--- src/hdl/crwu_map.svh ---
/*
  Register offsets, field positions, reset values and fixed counts of the
  clock, reset and watchdog unit.
  Assumes inclusion by bare name from the top module and the testbench.
*/
`ifndef CRWU_MAP_SVH
`define CRWU_MAP_SVH
`define CRWU_OFF_WDCTL 8'h00
`define CRWU_OFF_SERVICE 8'h04
`define CRWU_OFF_CLKSEL 8'h08
`define CRWU_OFF_PLLDIV 8'h0c
`define CRWU_OFF_STATUS 8'h10
`define CRWU_OFF_FACTORS 8'h14
`define CRWU_OFF_INTSTAT 8'h18
`define CRWU_OFF_INTCLR 8'h1c
`define CRWU_OFF_INTEN 8'h20
`define CRWU_WD_WIN 7
`define CRWU_WD_SDBG 6
`define CRWU_WD_MASK 5
`define CRWU_WD_RATE_HI 2
`define CRWU_CS_SEL0 0
`define CRWU_CS_SEL1 1
`define CRWU_CS_PSEUDO_STOP_SELECT 2
`define CRWU_CS_PCE 3
`define CRWU_CS_OSCILLATOR_ENABLE 4
`define CRWU_CS_PLL_SOURCE_SELECT 5
`define CRWU_PD_REF_LO 0
`define CRWU_PD_SYN_LO 8
`define CRWU_PD_POST_LO 16
`define CRWU_RATE_OFF 3'h0
`define CRWU_KEY_ARM 8'h55
`define CRWU_KEY_FIRE 8'haa
`define CRWU_RST_SEQ_LEN 10'h300
`define CRWU_POST_UNLOCKED 6'h04
`define CRWU_BUS_DIV 1'h1
`define CRWU_INT_WDOG 0
`define CRWU_INT_CMON 1
`define CRWU_ZERO32 32'h00000000
`endif

--- src/hdl/crwu_pkg.sv ---
/*
  Types shared by the clock, reset and watchdog unit.
  Assumes the map header sits in the include path.
*/
package crwu_pkg;
  typedef logic [31:0] crwu_word_t;
  typedef logic [7:0] crwu_addr_t;
  typedef enum logic [0:0] {SVC_IDLE, SVC_ARMED} crwu_svc_t;
endpackage

--- src/hdl/crwu_top.sv ---
/*
  Watchdog, divider chain, reset sequencer and clock monitor of the clock,
  reset and watchdog unit, with an APB slave for its registers.
  Assumes: reference, oscillator, auxiliary and VCO clocks arrive as pins far
  slower than CLK/2; nonvolatile defaults are stable at system reset release.
*/
// Summary of operation
// - Stop-in-debug clears only in special mode
// - Special mode: window/rate written when mask clear
// - Normal mode: window/rate written once, mask clear
// - Zero rate or window write consumes once
// - Nonzero loaded rate starts timeout period
// - Select change, or oscillator loss while the oscillator is the source, restarts period
// - Normal-mode effective writes or debug-bit rise restart
// - Special mode: any control write restarts
// - Counter source: auxiliary, RC or oscillator clock
// - Counter runs or halts in stop per selects
// - Timeout produces a system watchdog reset
// - Reference: RC, or oscillator over divider+1
// - VCO factor is two times multiplier+1
// - PLL output over post+1 locked, else four
// - Bus clock is half the PLL clock, or half the undivided oscillator/RC source edge when PLL source select is clear
// - Internal reset lasts 768 PLL clocks minimum
// - Oscillator loss gives clock-monitor reset when oscillator enabled, off in full stop
`timescale 1ns/1ps
`include "crwu_map.svh"
module crwu_top #(
  parameter int WD_W = 28,
  parameter int WD_BASE = 14,
  parameter int CM_LIMIT = 100
) (
  input wire logic CLK,
  input wire logic NRST,
  input wire logic PSEL,
  input wire logic PENABLE,
  input wire logic PWRITE,
  input wire crwu_pkg::crwu_addr_t PADDR,
  input wire crwu_pkg::crwu_word_t PWDATA,
  output crwu_pkg::crwu_word_t PRDATA,
  output logic PREADY,
  output logic PSLVERR,
  input wire logic ACLK_IN,
  input wire logic IRC_CLK_IN,
  input wire logic OSC_CLK_IN,
  input wire logic VCO_CLK_IN,
  input wire logic EXT_RESET_N,
  input wire logic PLL_LOCK,
  input wire logic OSC_UP,
  input wire logic SPECIAL_MODE,
  input wire logic STOP_MODE,
  input wire logic DEBUG_ACTIVE,
  input wire logic [2:0] NV_RATE,
  input wire logic NV_WINDOW,
  output logic SYS_RESET_N,
  output logic IRQ,
  output logic REF_TICK,
  output logic PLL_TICK,
  output logic BUS_TICK
);
  import crwu_pkg::*;

  localparam int NS = 10;

  // Two-stage synchronisers for every pin input
  logic [NS-1:0] pin_raw;
  logic [NS-1:0] sync1_r;
  logic [NS-1:0] sync2_r;
  logic [NS-1:0] prev_r;
  assign pin_raw = {DEBUG_ACTIVE, STOP_MODE, SPECIAL_MODE, OSC_UP, PLL_LOCK,
                    EXT_RESET_N, VCO_CLK_IN, OSC_CLK_IN, IRC_CLK_IN, ACLK_IN};

  always_ff @(posedge CLK or negedge NRST)
  begin
    if (!NRST)
    begin
      sync1_r <= '0;
      sync2_r <= '0;
      prev_r <= '0;
    end
    else
    begin
      sync1_r <= pin_raw;
      sync2_r <= sync1_r;
      prev_r <= sync2_r;
    end
  end

  wire [NS-1:0] rise = sync2_r & ~prev_r;
  wire aclk_edge = rise[0];
  wire irc_edge = rise[1];
  wire osc_edge = rise[2];
  wire vco_edge = rise[3];
  wire ext_rst = ~sync2_r[4];
  wire lock_s = sync2_r[5];
  wire oscillator_up_status_s = sync2_r[6];
  wire oscillator_up_status_fall = prev_r[6] & ~sync2_r[6];
  wire special = sync2_r[7];
  wire stop_s = sync2_r[8];
  wire debug_s = sync2_r[9];

  // Registers
  logic window_r;
  logic stop_dbg_r;
  logic [2:0] rate_r;
  logic once_used_r;
  logic [5:0] clksel_r;
  logic [3:0] refdiv_r;
  logic [5:0] syndiv_r;
  logic [4:0] postdiv_r;
  logic [1:0] int_stat_r;
  logic [1:0] int_en_r;
  logic wd_flag_r;
  logic cm_flag_r;
  crwu_svc_t svc_r;

  // APB slave: one wait state, answer registered
  wire access = PSEL & PENABLE;
  wire done = access & PREADY;
  wire wr = done & PWRITE;
  wire sel_wdctl = (PADDR == `CRWU_OFF_WDCTL);
  wire sel_service = (PADDR == `CRWU_OFF_SERVICE);
  wire sel_clksel = (PADDR == `CRWU_OFF_CLKSEL);
  wire sel_plldiv = (PADDR == `CRWU_OFF_PLLDIV);
  wire sel_status = (PADDR == `CRWU_OFF_STATUS);
  wire sel_factors = (PADDR == `CRWU_OFF_FACTORS);
  wire sel_intstat = (PADDR == `CRWU_OFF_INTSTAT);
  wire sel_intclr = (PADDR == `CRWU_OFF_INTCLR);
  wire sel_inten = (PADDR == `CRWU_OFF_INTEN);
  wire mapped = sel_wdctl | sel_service | sel_clksel | sel_plldiv | sel_status |
                sel_factors | sel_intstat | sel_intclr | sel_inten;

  wire sel0 = clksel_r[`CRWU_CS_SEL0];
  wire sel1 = clksel_r[`CRWU_CS_SEL1];
  wire pseudo_stop_select = clksel_r[`CRWU_CS_PSEUDO_STOP_SELECT];
  wire wdog_pseudo_stop_enable = clksel_r[`CRWU_CS_PCE];
  wire oscillator_enable = clksel_r[`CRWU_CS_OSCILLATOR_ENABLE];
  wire pll_source_select = clksel_r[`CRWU_CS_PLL_SOURCE_SELECT];

  // Divider factors
  wire [4:0] ref_factor = {1'b0, refdiv_r} + 5'h01;
  wire [7:0] vco_factor = {1'b0, syndiv_r, 1'b0} + 8'h02;
  wire [5:0] post_factor = lock_s ? ({1'b0, postdiv_r} + 6'h01) : `CRWU_POST_UNLOCKED;

  // Control register write qualification
  wire wd_write = wr & sel_wdctl;
  wire [2:0] wr_rate = PWDATA[`CRWU_WD_RATE_HI:0];
  wire wr_win = PWDATA[`CRWU_WD_WIN];
  wire wr_sdbg = PWDATA[`CRWU_WD_SDBG];
  wire wr_mask = PWDATA[`CRWU_WD_MASK];
  wire wd_allowed = wd_write & ~wr_mask & (special | ~once_used_r);
  wire rate_take = wd_allowed & (special | (wr_rate != `CRWU_RATE_OFF));
  wire win_take = wd_allowed & (special | wr_win);
  wire sdbg_nxt = special ? wr_sdbg : (stop_dbg_r | wr_sdbg);
  wire sdbg_rise = wd_write & ~stop_dbg_r & sdbg_nxt;
  wire restart_normal = ~special & (sdbg_rise |
                        (wd_allowed & ((wr_rate != `CRWU_RATE_OFF) | wr_win)));
  wire restart_special = special & wd_write;
  wire clksel_write = wr & sel_clksel;
  wire sel_changed = clksel_write & ((PWDATA[`CRWU_CS_SEL0] != sel0) |
                                     (PWDATA[`CRWU_CS_SEL1] != sel1));
  wire restart_sel = sel_changed | (oscillator_up_status_fall & ~sel1 & sel0);

  // Reset sequencer state
  logic [9:0] seq_cnt_r;
  logic sys_rst_r;
  wire seq_running = (seq_cnt_r != `CRWU_RST_SEQ_LEN);
  wire nv_load = sys_rst_r & ~seq_running & ~ext_rst;
  wire restart_nv = nv_load & (NV_RATE != `CRWU_RATE_OFF);

  // Watchdog counter
  logic [WD_W-1:0] wd_cnt_r;
  function automatic logic [WD_W-1:0] period_of(input logic [2:0] r);
    int sh;
    sh = WD_BASE + 2 * (int'(r) - 1);
    return WD_W'(64'h1 << sh);
  endfunction
  wire [WD_W-1:0] period = period_of(rate_r);
  wire [WD_W-1:0] window_open = period - (period >> 2);
  wire wd_src_edge = sel1 ? aclk_edge : (sel0 ? osc_edge : irc_edge);
  wire full_stop = stop_s & ~pseudo_stop_select;
  wire run_in_stop = (pseudo_stop_select & sel0 & ~sel1 & wdog_pseudo_stop_enable) | sel1;
  wire wd_halt = (stop_s & ~run_in_stop) | (stop_dbg_r & debug_s);
  wire wd_enabled = (rate_r != `CRWU_RATE_OFF) & ~sys_rst_r;
  wire wd_expire = wd_enabled & ~wd_halt & wd_src_edge & (wd_cnt_r == period - WD_W'(1));

  // Service sequence: arm key then fire key; early fire in window mode is fatal
  wire svc_write = wr & sel_service & wd_enabled;
  wire svc_arm = svc_write & (PWDATA[7:0] == `CRWU_KEY_ARM);
  wire svc_fire = svc_write & (PWDATA[7:0] == `CRWU_KEY_FIRE) & (svc_r == SVC_ARMED);
  wire svc_bad = svc_write & ~svc_arm & ~svc_fire;
  wire svc_early = svc_fire & window_r & (wd_cnt_r < window_open);
  wire svc_ok = svc_fire & ~svc_early;
  wire wd_fire = wd_expire | svc_bad | svc_early;
  wire wd_restart = restart_normal | restart_special | restart_sel | restart_nv | svc_ok;

  always_ff @(posedge CLK or negedge NRST)
  begin
    if (!NRST)
      svc_r <= SVC_IDLE;
    else if (svc_arm)
      svc_r <= SVC_ARMED;
    else if (svc_write | wd_restart)
      svc_r <= SVC_IDLE;
  end

  always_ff @(posedge CLK or negedge NRST)
  begin
    if (!NRST)
      wd_cnt_r <= '0;
    else if (wd_restart | ~wd_enabled | wd_expire)
      wd_cnt_r <= '0;
    else if (wd_src_edge & ~wd_halt)
      wd_cnt_r <= wd_cnt_r + WD_W'(1);
  end

  // Clock monitor: oscillator edge missing for CM_LIMIT cycles
  logic [15:0] cm_cnt_r;
  wire cm_active = oscillator_enable & ~full_stop & ~sys_rst_r;
  wire cm_fire = cm_active & (cm_cnt_r == 16'(CM_LIMIT));

  always_ff @(posedge CLK or negedge NRST)
  begin
    if (!NRST)
      cm_cnt_r <= '0;
    else if (~cm_active | osc_edge | cm_fire)
      cm_cnt_r <= '0;
    else
      cm_cnt_r <= cm_cnt_r + 16'h0001;
  end

  // Reference, PLL and bus dividers
  logic [4:0] ref_cnt_r;
  logic [5:0] post_cnt_r;
  logic bus_ph_r;
  wire ref_src = oscillator_enable ? osc_edge : irc_edge;
  wire ref_hit = ref_src & (~oscillator_enable | (ref_cnt_r == ref_factor - 5'h01));
  wire pll_hit = vco_edge & (post_cnt_r >= post_factor - 6'h01);
  wire bus_src = pll_source_select ? pll_hit : ref_src;
  wire bus_hit = bus_src & (bus_ph_r == `CRWU_BUS_DIV);

  always_ff @(posedge CLK or negedge NRST)
  begin
    if (!NRST)
    begin
      ref_cnt_r <= '0;
      post_cnt_r <= '0;
      bus_ph_r <= 1'b0;
    end
    else
    begin
      if (ref_src)
        ref_cnt_r <= ref_hit ? 5'h00 : ref_cnt_r + 5'h01;
      if (vco_edge)
        post_cnt_r <= pll_hit ? 6'h00 : post_cnt_r + 6'h01;
      if (bus_src)
        bus_ph_r <= ~bus_ph_r;
    end
  end

  // Reset sequencer counts PLL ticks after every source releases
  wire rst_src = wd_fire | cm_fire | ext_rst;

  always_ff @(posedge CLK or negedge NRST)
  begin
    if (!NRST)
    begin
      seq_cnt_r <= '0;
      sys_rst_r <= 1'b1;
    end
    else if (rst_src)
    begin
      seq_cnt_r <= '0;
      sys_rst_r <= 1'b1;
    end
    else if (seq_running)
    begin
      if (pll_hit)
        seq_cnt_r <= seq_cnt_r + 10'h001;
    end
    else
      sys_rst_r <= 1'b0;
  end

  // Watchdog control register
  always_ff @(posedge CLK or negedge NRST)
  begin
    if (!NRST)
    begin
      window_r <= 1'b0;
      rate_r <= `CRWU_RATE_OFF;
      stop_dbg_r <= 1'b0;
      once_used_r <= 1'b0;
    end
    else if (nv_load)
    begin
      window_r <= NV_WINDOW;
      rate_r <= NV_RATE;
      stop_dbg_r <= 1'b0;
      once_used_r <= 1'b0;
    end
    else if (wd_write)
    begin
      stop_dbg_r <= sdbg_nxt;
      if (rate_take)
        rate_r <= wr_rate;
      if (win_take)
        window_r <= wr_win;
      if (wd_allowed & ~special)
        once_used_r <= 1'b1;
    end
  end

  // Clock and divider configuration
  always_ff @(posedge CLK or negedge NRST)
  begin
    if (!NRST)
    begin
      clksel_r <= '0;
      refdiv_r <= '0;
      syndiv_r <= '0;
      postdiv_r <= '0;
      int_en_r <= '0;
    end
    else
    begin
      if (clksel_write)
        clksel_r <= PWDATA[5:0];
      if (wr & sel_plldiv)
      begin
        refdiv_r <= PWDATA[`CRWU_PD_REF_LO +: 4];
        syndiv_r <= PWDATA[`CRWU_PD_SYN_LO +: 6];
        postdiv_r <= PWDATA[`CRWU_PD_POST_LO +: 5];
      end
      if (wr & sel_inten)
        int_en_r <= PWDATA[1:0];
    end
  end

  // Sticky events: a new event beats a simultaneous clear
  wire [1:0] events = {cm_fire, wd_fire};
  wire [1:0] int_clr = (wr & sel_intclr) ? PWDATA[1:0] : 2'h0;
  wire [1:0] int_stat_nxt = (int_stat_r & ~int_clr) | events;

  always_ff @(posedge CLK or negedge NRST)
  begin
    if (!NRST)
    begin
      int_stat_r <= '0;
      wd_flag_r <= 1'b0;
      cm_flag_r <= 1'b0;
      IRQ <= 1'b0;
    end
    else
    begin
      int_stat_r <= int_stat_nxt;
      wd_flag_r <= wd_flag_r | wd_fire;
      cm_flag_r <= cm_flag_r | cm_fire;
      IRQ <= |(int_stat_nxt & int_en_r);
    end
  end

  // Read multiplexer
  wire [31:0] rd_wdctl = {24'h000000, window_r, stop_dbg_r, 3'h0, rate_r};
  wire [31:0] rd_status = {27'h0000000, once_used_r, oscillator_up_status_s, lock_s, cm_flag_r, wd_flag_r};
  wire [31:0] rd_factors = {10'h000, post_factor, vco_factor, 3'h0, ref_factor};
  wire [31:0] rd_plldiv = {11'h000, postdiv_r, 2'h0, syndiv_r, 4'h0, refdiv_r};
  wire [31:0] rd_data =
    sel_wdctl ? rd_wdctl :
    sel_clksel ? {26'h0000000, clksel_r} :
    sel_plldiv ? rd_plldiv :
    sel_status ? rd_status :
    sel_factors ? rd_factors :
    sel_intstat ? {30'h00000000, int_stat_r} :
    sel_inten ? {30'h00000000, int_en_r} :
    `CRWU_ZERO32;

  always_ff @(posedge CLK or negedge NRST)
  begin
    if (!NRST)
    begin
      PREADY <= 1'b0;
      PRDATA <= '0;
      PSLVERR <= 1'b0;
    end
    else
    begin
      PREADY <= access & ~PREADY;
      PSLVERR <= access & ~PREADY & ~mapped;
      if (access & ~PREADY & ~PWRITE)
        PRDATA <= rd_data;
    end
  end

  // Outputs
  always_ff @(posedge CLK or negedge NRST)
  begin
    if (!NRST)
    begin
      SYS_RESET_N <= 1'b0;
      REF_TICK <= 1'b0;
      PLL_TICK <= 1'b0;
      BUS_TICK <= 1'b0;
    end
    else
    begin
      SYS_RESET_N <= ~sys_rst_r;
      REF_TICK <= ref_hit;
      PLL_TICK <= pll_hit;
      BUS_TICK <= bus_hit;
    end
  end
endmodule // crwu_top

--- config.mk ---
export PLATFORM = sky130hd
export DESIGN_NAME = crwu_top
export DESIGN_NICKNAME = d
export VERILOG_FILES = /design/src/hdl/crwu_pkg.sv /design/src/hdl/crwu_top.sv
export VERILOG_INCLUDE_DIRS = /design/src /design/src/hdl
export SDC_FILE = /design/constraint.sdc
export NUM_CORES = 1
export LEC_CHECK = 0
export BUFFER_PORTS_ARGS = -buffer_cell sky130_fd_sc_hd__buf_2
export CORE_MARGIN = 2
export CORE_UTILIZATION = 60
export DETAILED_ROUTE_END_ITERATION = 16
export PLACE_DENSITY_LB_ADDON = 0.3
export REMOVE_ABC_BUFFERS = 1
export SLEW_MARGIN = 20
export SYNTH_ARGS = -nofsm -noshare
export SYNTH_HDL_FRONTEND = slang
export SYNTH_SLANG_ARGS = --single-unit
--- constraint.sdc ---
create_clock -name CLK -period 6.76 [get_ports CLK]
set_input_delay 0.676 -clock CLK [delete_from_list [all_inputs] [get_ports CLK]]
set_output_delay 0.676 -clock CLK [all_outputs]
set_load 0.005 [all_outputs]
==> impl_metrics.tcl <==
set metrics [dict create \
    crit_fanout 28 \
    cts.repair.resized 0 \
    critPathCaptureType "register" \
    r2r_end "wd_cnt_r[9]" \
    num_rows 47 \
    antenna_found_initial 0 \
    hold_path.class "primary input to asynchronous set/reset pin" \
    synth_edf_count 0 \
    avgSynthCellArea_um2 9.25 \
    synth_top_area_share_pct 38.8 \
    clk_pin_slew_ns 0.07 \
    drv_cap 0 \
    core_um2 16300 \
    wl_per_cell_um 18.2 \
    ir_drop_mv 0.193 \
    yosysMostFrequentCell "dfrtp_1" \
    p_per_area_nw_per_um2 204 \
    nets 1274 \
    syn_inst 1073 \
    dieWidth_um 133 \
    r2r_setup_slack_ns 0.49 \
    htreeDepth 4 \
    dieArea_um2 17600 \
    area_growth_pct 11.3 \
    finClkSkew_ns 0.00872 \
    grt_setup_unrepaired "no" \
    yosysWarnings 0 \
    tritoncts "yes" \
    yosysSeqAreaShare_pct 39.1 \
    grt_pass1_vias 8051 \
    max_slew_margin_pct 38.7 \
    reg2reg_depth 25 \
    drt.antenna.violating_nets 0 \
    grt_util_all_layers_pct 29.3 \
    yosys.area.top_type "dfrtp_1" \
    layout-drive-gt1-share_pct 13.9 \
    io_pins 98 \
    post-place-cells 1339 \
    drt_iter0_markers 836 \
    post-dp-hpwl_um 18200 \
    path_class "register to register" \
    cts_made_buffers 17 \
    min_period_ns 6.27 \
    hold_buffers 0 \
    clock-root-buffer "clkbuf_16" \
    status "finished clean" \
    n_antenna_cell 0 \
    synth_common_cells "dfrtp_1 (154), nand2_1 (111), nor2_1 (77), ha_1 (76), xor2_1 (58)" \
    multiInputGateArea_um2 5690 \
    grt_pass1_wl_um 41000 \
    rr_startpoint "rate_r[1]" \
    ys_seq_elements 155 \
    initial_utilization_pct 60.7 \
    port_buffers 74 \
    start_kind "register" \
    drtPass1Iterations 7 \
    grt_max_degree 95 \
    synth_area_leaders "dfrtp_1 (39%), ha_1 (9.6%), xor2_1 (5.1%)" \
    post_cts_buffers 0 \
    drc 0 \
    vias 8363 \
    power_leakage_nw 5.04 \
    nFillCells 1344 \
    overflow 0 \
    cts.sinks 155 \
    avgViaCountPerCell 6.10 \
    setup_viol 0 \
    place.gp.congestion 0.978 \
    clk_latency_ns 0.44 \
    required_ns 7.04 \
    synthArstFlopShare_pct 100 \
    wl_um 25000 \
    max_freq_ghz 0.159 \
    hold_violations 0 \
    worst_pin_slew_ns 0.912 \
    seqCellArea_um2 3880 \
    cp_data_arrival_time_ns 6.55 \
    final.setup.tns_ns 0 \
    min_period_over_period_pct 92.8 \
    synth_flop_cell "dfrtp_1" \
    syn_area_um2 9920 \
    ys_types 81 \
    fin_cells 1371 \
    die_h_um 133 \
    clk_path_buf_depth 2 \
    slew_violations 0 \
    fin_hold_ws_ns 0.329 \
]
-- cells by family after synthesis --
logic type | count (synthesis) | synth area share [%]
AOI/OAI and AO/OA | 181 | 12.1
xor gates and xnor gates | 100 | 8.83
adders and majority gates | 77 | 9.78
buffers and inverters | 93 | 4.16
DFF | 155 | 39.1
muxes | 27 | 3.00
other | 1 | 0.0378
and+or+nand+nor | 439 | 23.0
-- cell type report --
class,count,area share (%)
clock buffer,20,4.14
clock inverter,12,1.05
inverter,46,1.56
multi-input combinational,834,51.5
sequential,155,35.1
tap,220,2.49
timing repair buffer,84,4.09
-- cell usage in the layout, fill, tap and decap left out, drive strengths merged, types with 42 or more instances in the layout --
cell type / count
a21oi: 48
buf: 84
dfrtp: 154
ha: 76
inv: 48
nand2: 111
nand3: 48
nor2: 77
nor3: 53
o21ai: 44
xnor2: 42
xor2: 58
-- where the power goes --
group          total, W  internal [W]  leakage, nW  switching [W]
Sequential      0.00100      0.000966         2.05      0.0000356
Combinational  0.000317      0.000128         2.71       0.000189
Clock          0.000932      0.000529        0.277       0.000403
Total           0.00225       0.00162         5.04       0.000627
-- worst max-delay path, cell delays in order, from the launching register on --
cell and delay, ns:
dfrtp_1 0.52, inv_1 0.25, ha_2 0.35, a21boi_1 0.14
a21oi_1 0.36, nand3_1 0.21, inv_1 0.17, ha_1 0.19
inv_1 0.07, fa_1 0.42, nand2b_1 0.10, a21oi_1 0.07
nor2_1 0.20, o21bai_1 0.09, a21oi_1 0.34, o41ai_1 0.19
a211o_1 0.32, ha_1 0.30, nand4_1 0.15, nor4_1 0.35
o211ai_1 0.16, o32ai_1 0.31, nor2_1 0.14, o311ai_4 0.22
buf_4 0.37, nor3_1 0.10
-- sequential cells by signal, indices dropped and copies added (netlist names), 6 cells and up --
register    cells
wd_cnt_r       28
PRDATA         22
clksel_r        6
seq_cnt_r      10
sync2_r        10
post_cnt_r      6
sync1_r        10
cm_cnt_r       16
syndiv_r        6
-- per-layer routing --
layer  up-vias  share of wire, %  GRT usage [%]
met5         -                 0              0
met4         0               2.4           10.5
met3        53               6.7           4.71
met2       316                47           46.6
met1      4038                44           41.0
li1       3956                 -              -
-- through the flow --
stage                     utilization, %  instance area [um^2]  worst slack [ns]  total power, W
final                               67.5                 11000             0.488         0.00225
after global routing                67.5                 11000            0.0380         0.00235
after CTS                           67.5                 11000             0.425         0.00226
after detailed placement            64.0                 10500             0.486         0.00133
after global placement              64.0                 10500             0.667         0.00132
after floorplan                        -                  9720             0.353         0.00121
-- worst max path at each step --
stage / slack [ns] / to / start / depth (start not counted)
final: 0.49 / wd_cnt_r[9] / rate_r[1] / 25
after global routing: 0.04 / wd_cnt_r[4] / rate_r[1] / 25
after CTS: 0.43 / wd_cnt_r[4] / rate_r[1] / 25
after global placement: 0.67 / wd_cnt_r[12] / rate_r[2] / 25
after detailed placement: 0.49 / wd_cnt_r[9] / rate_r[1] / 25
after floorplan: 0.35 / wd_cnt_r[0] / rate_r[1] / 24
Power figures use the tool's default switching activity.
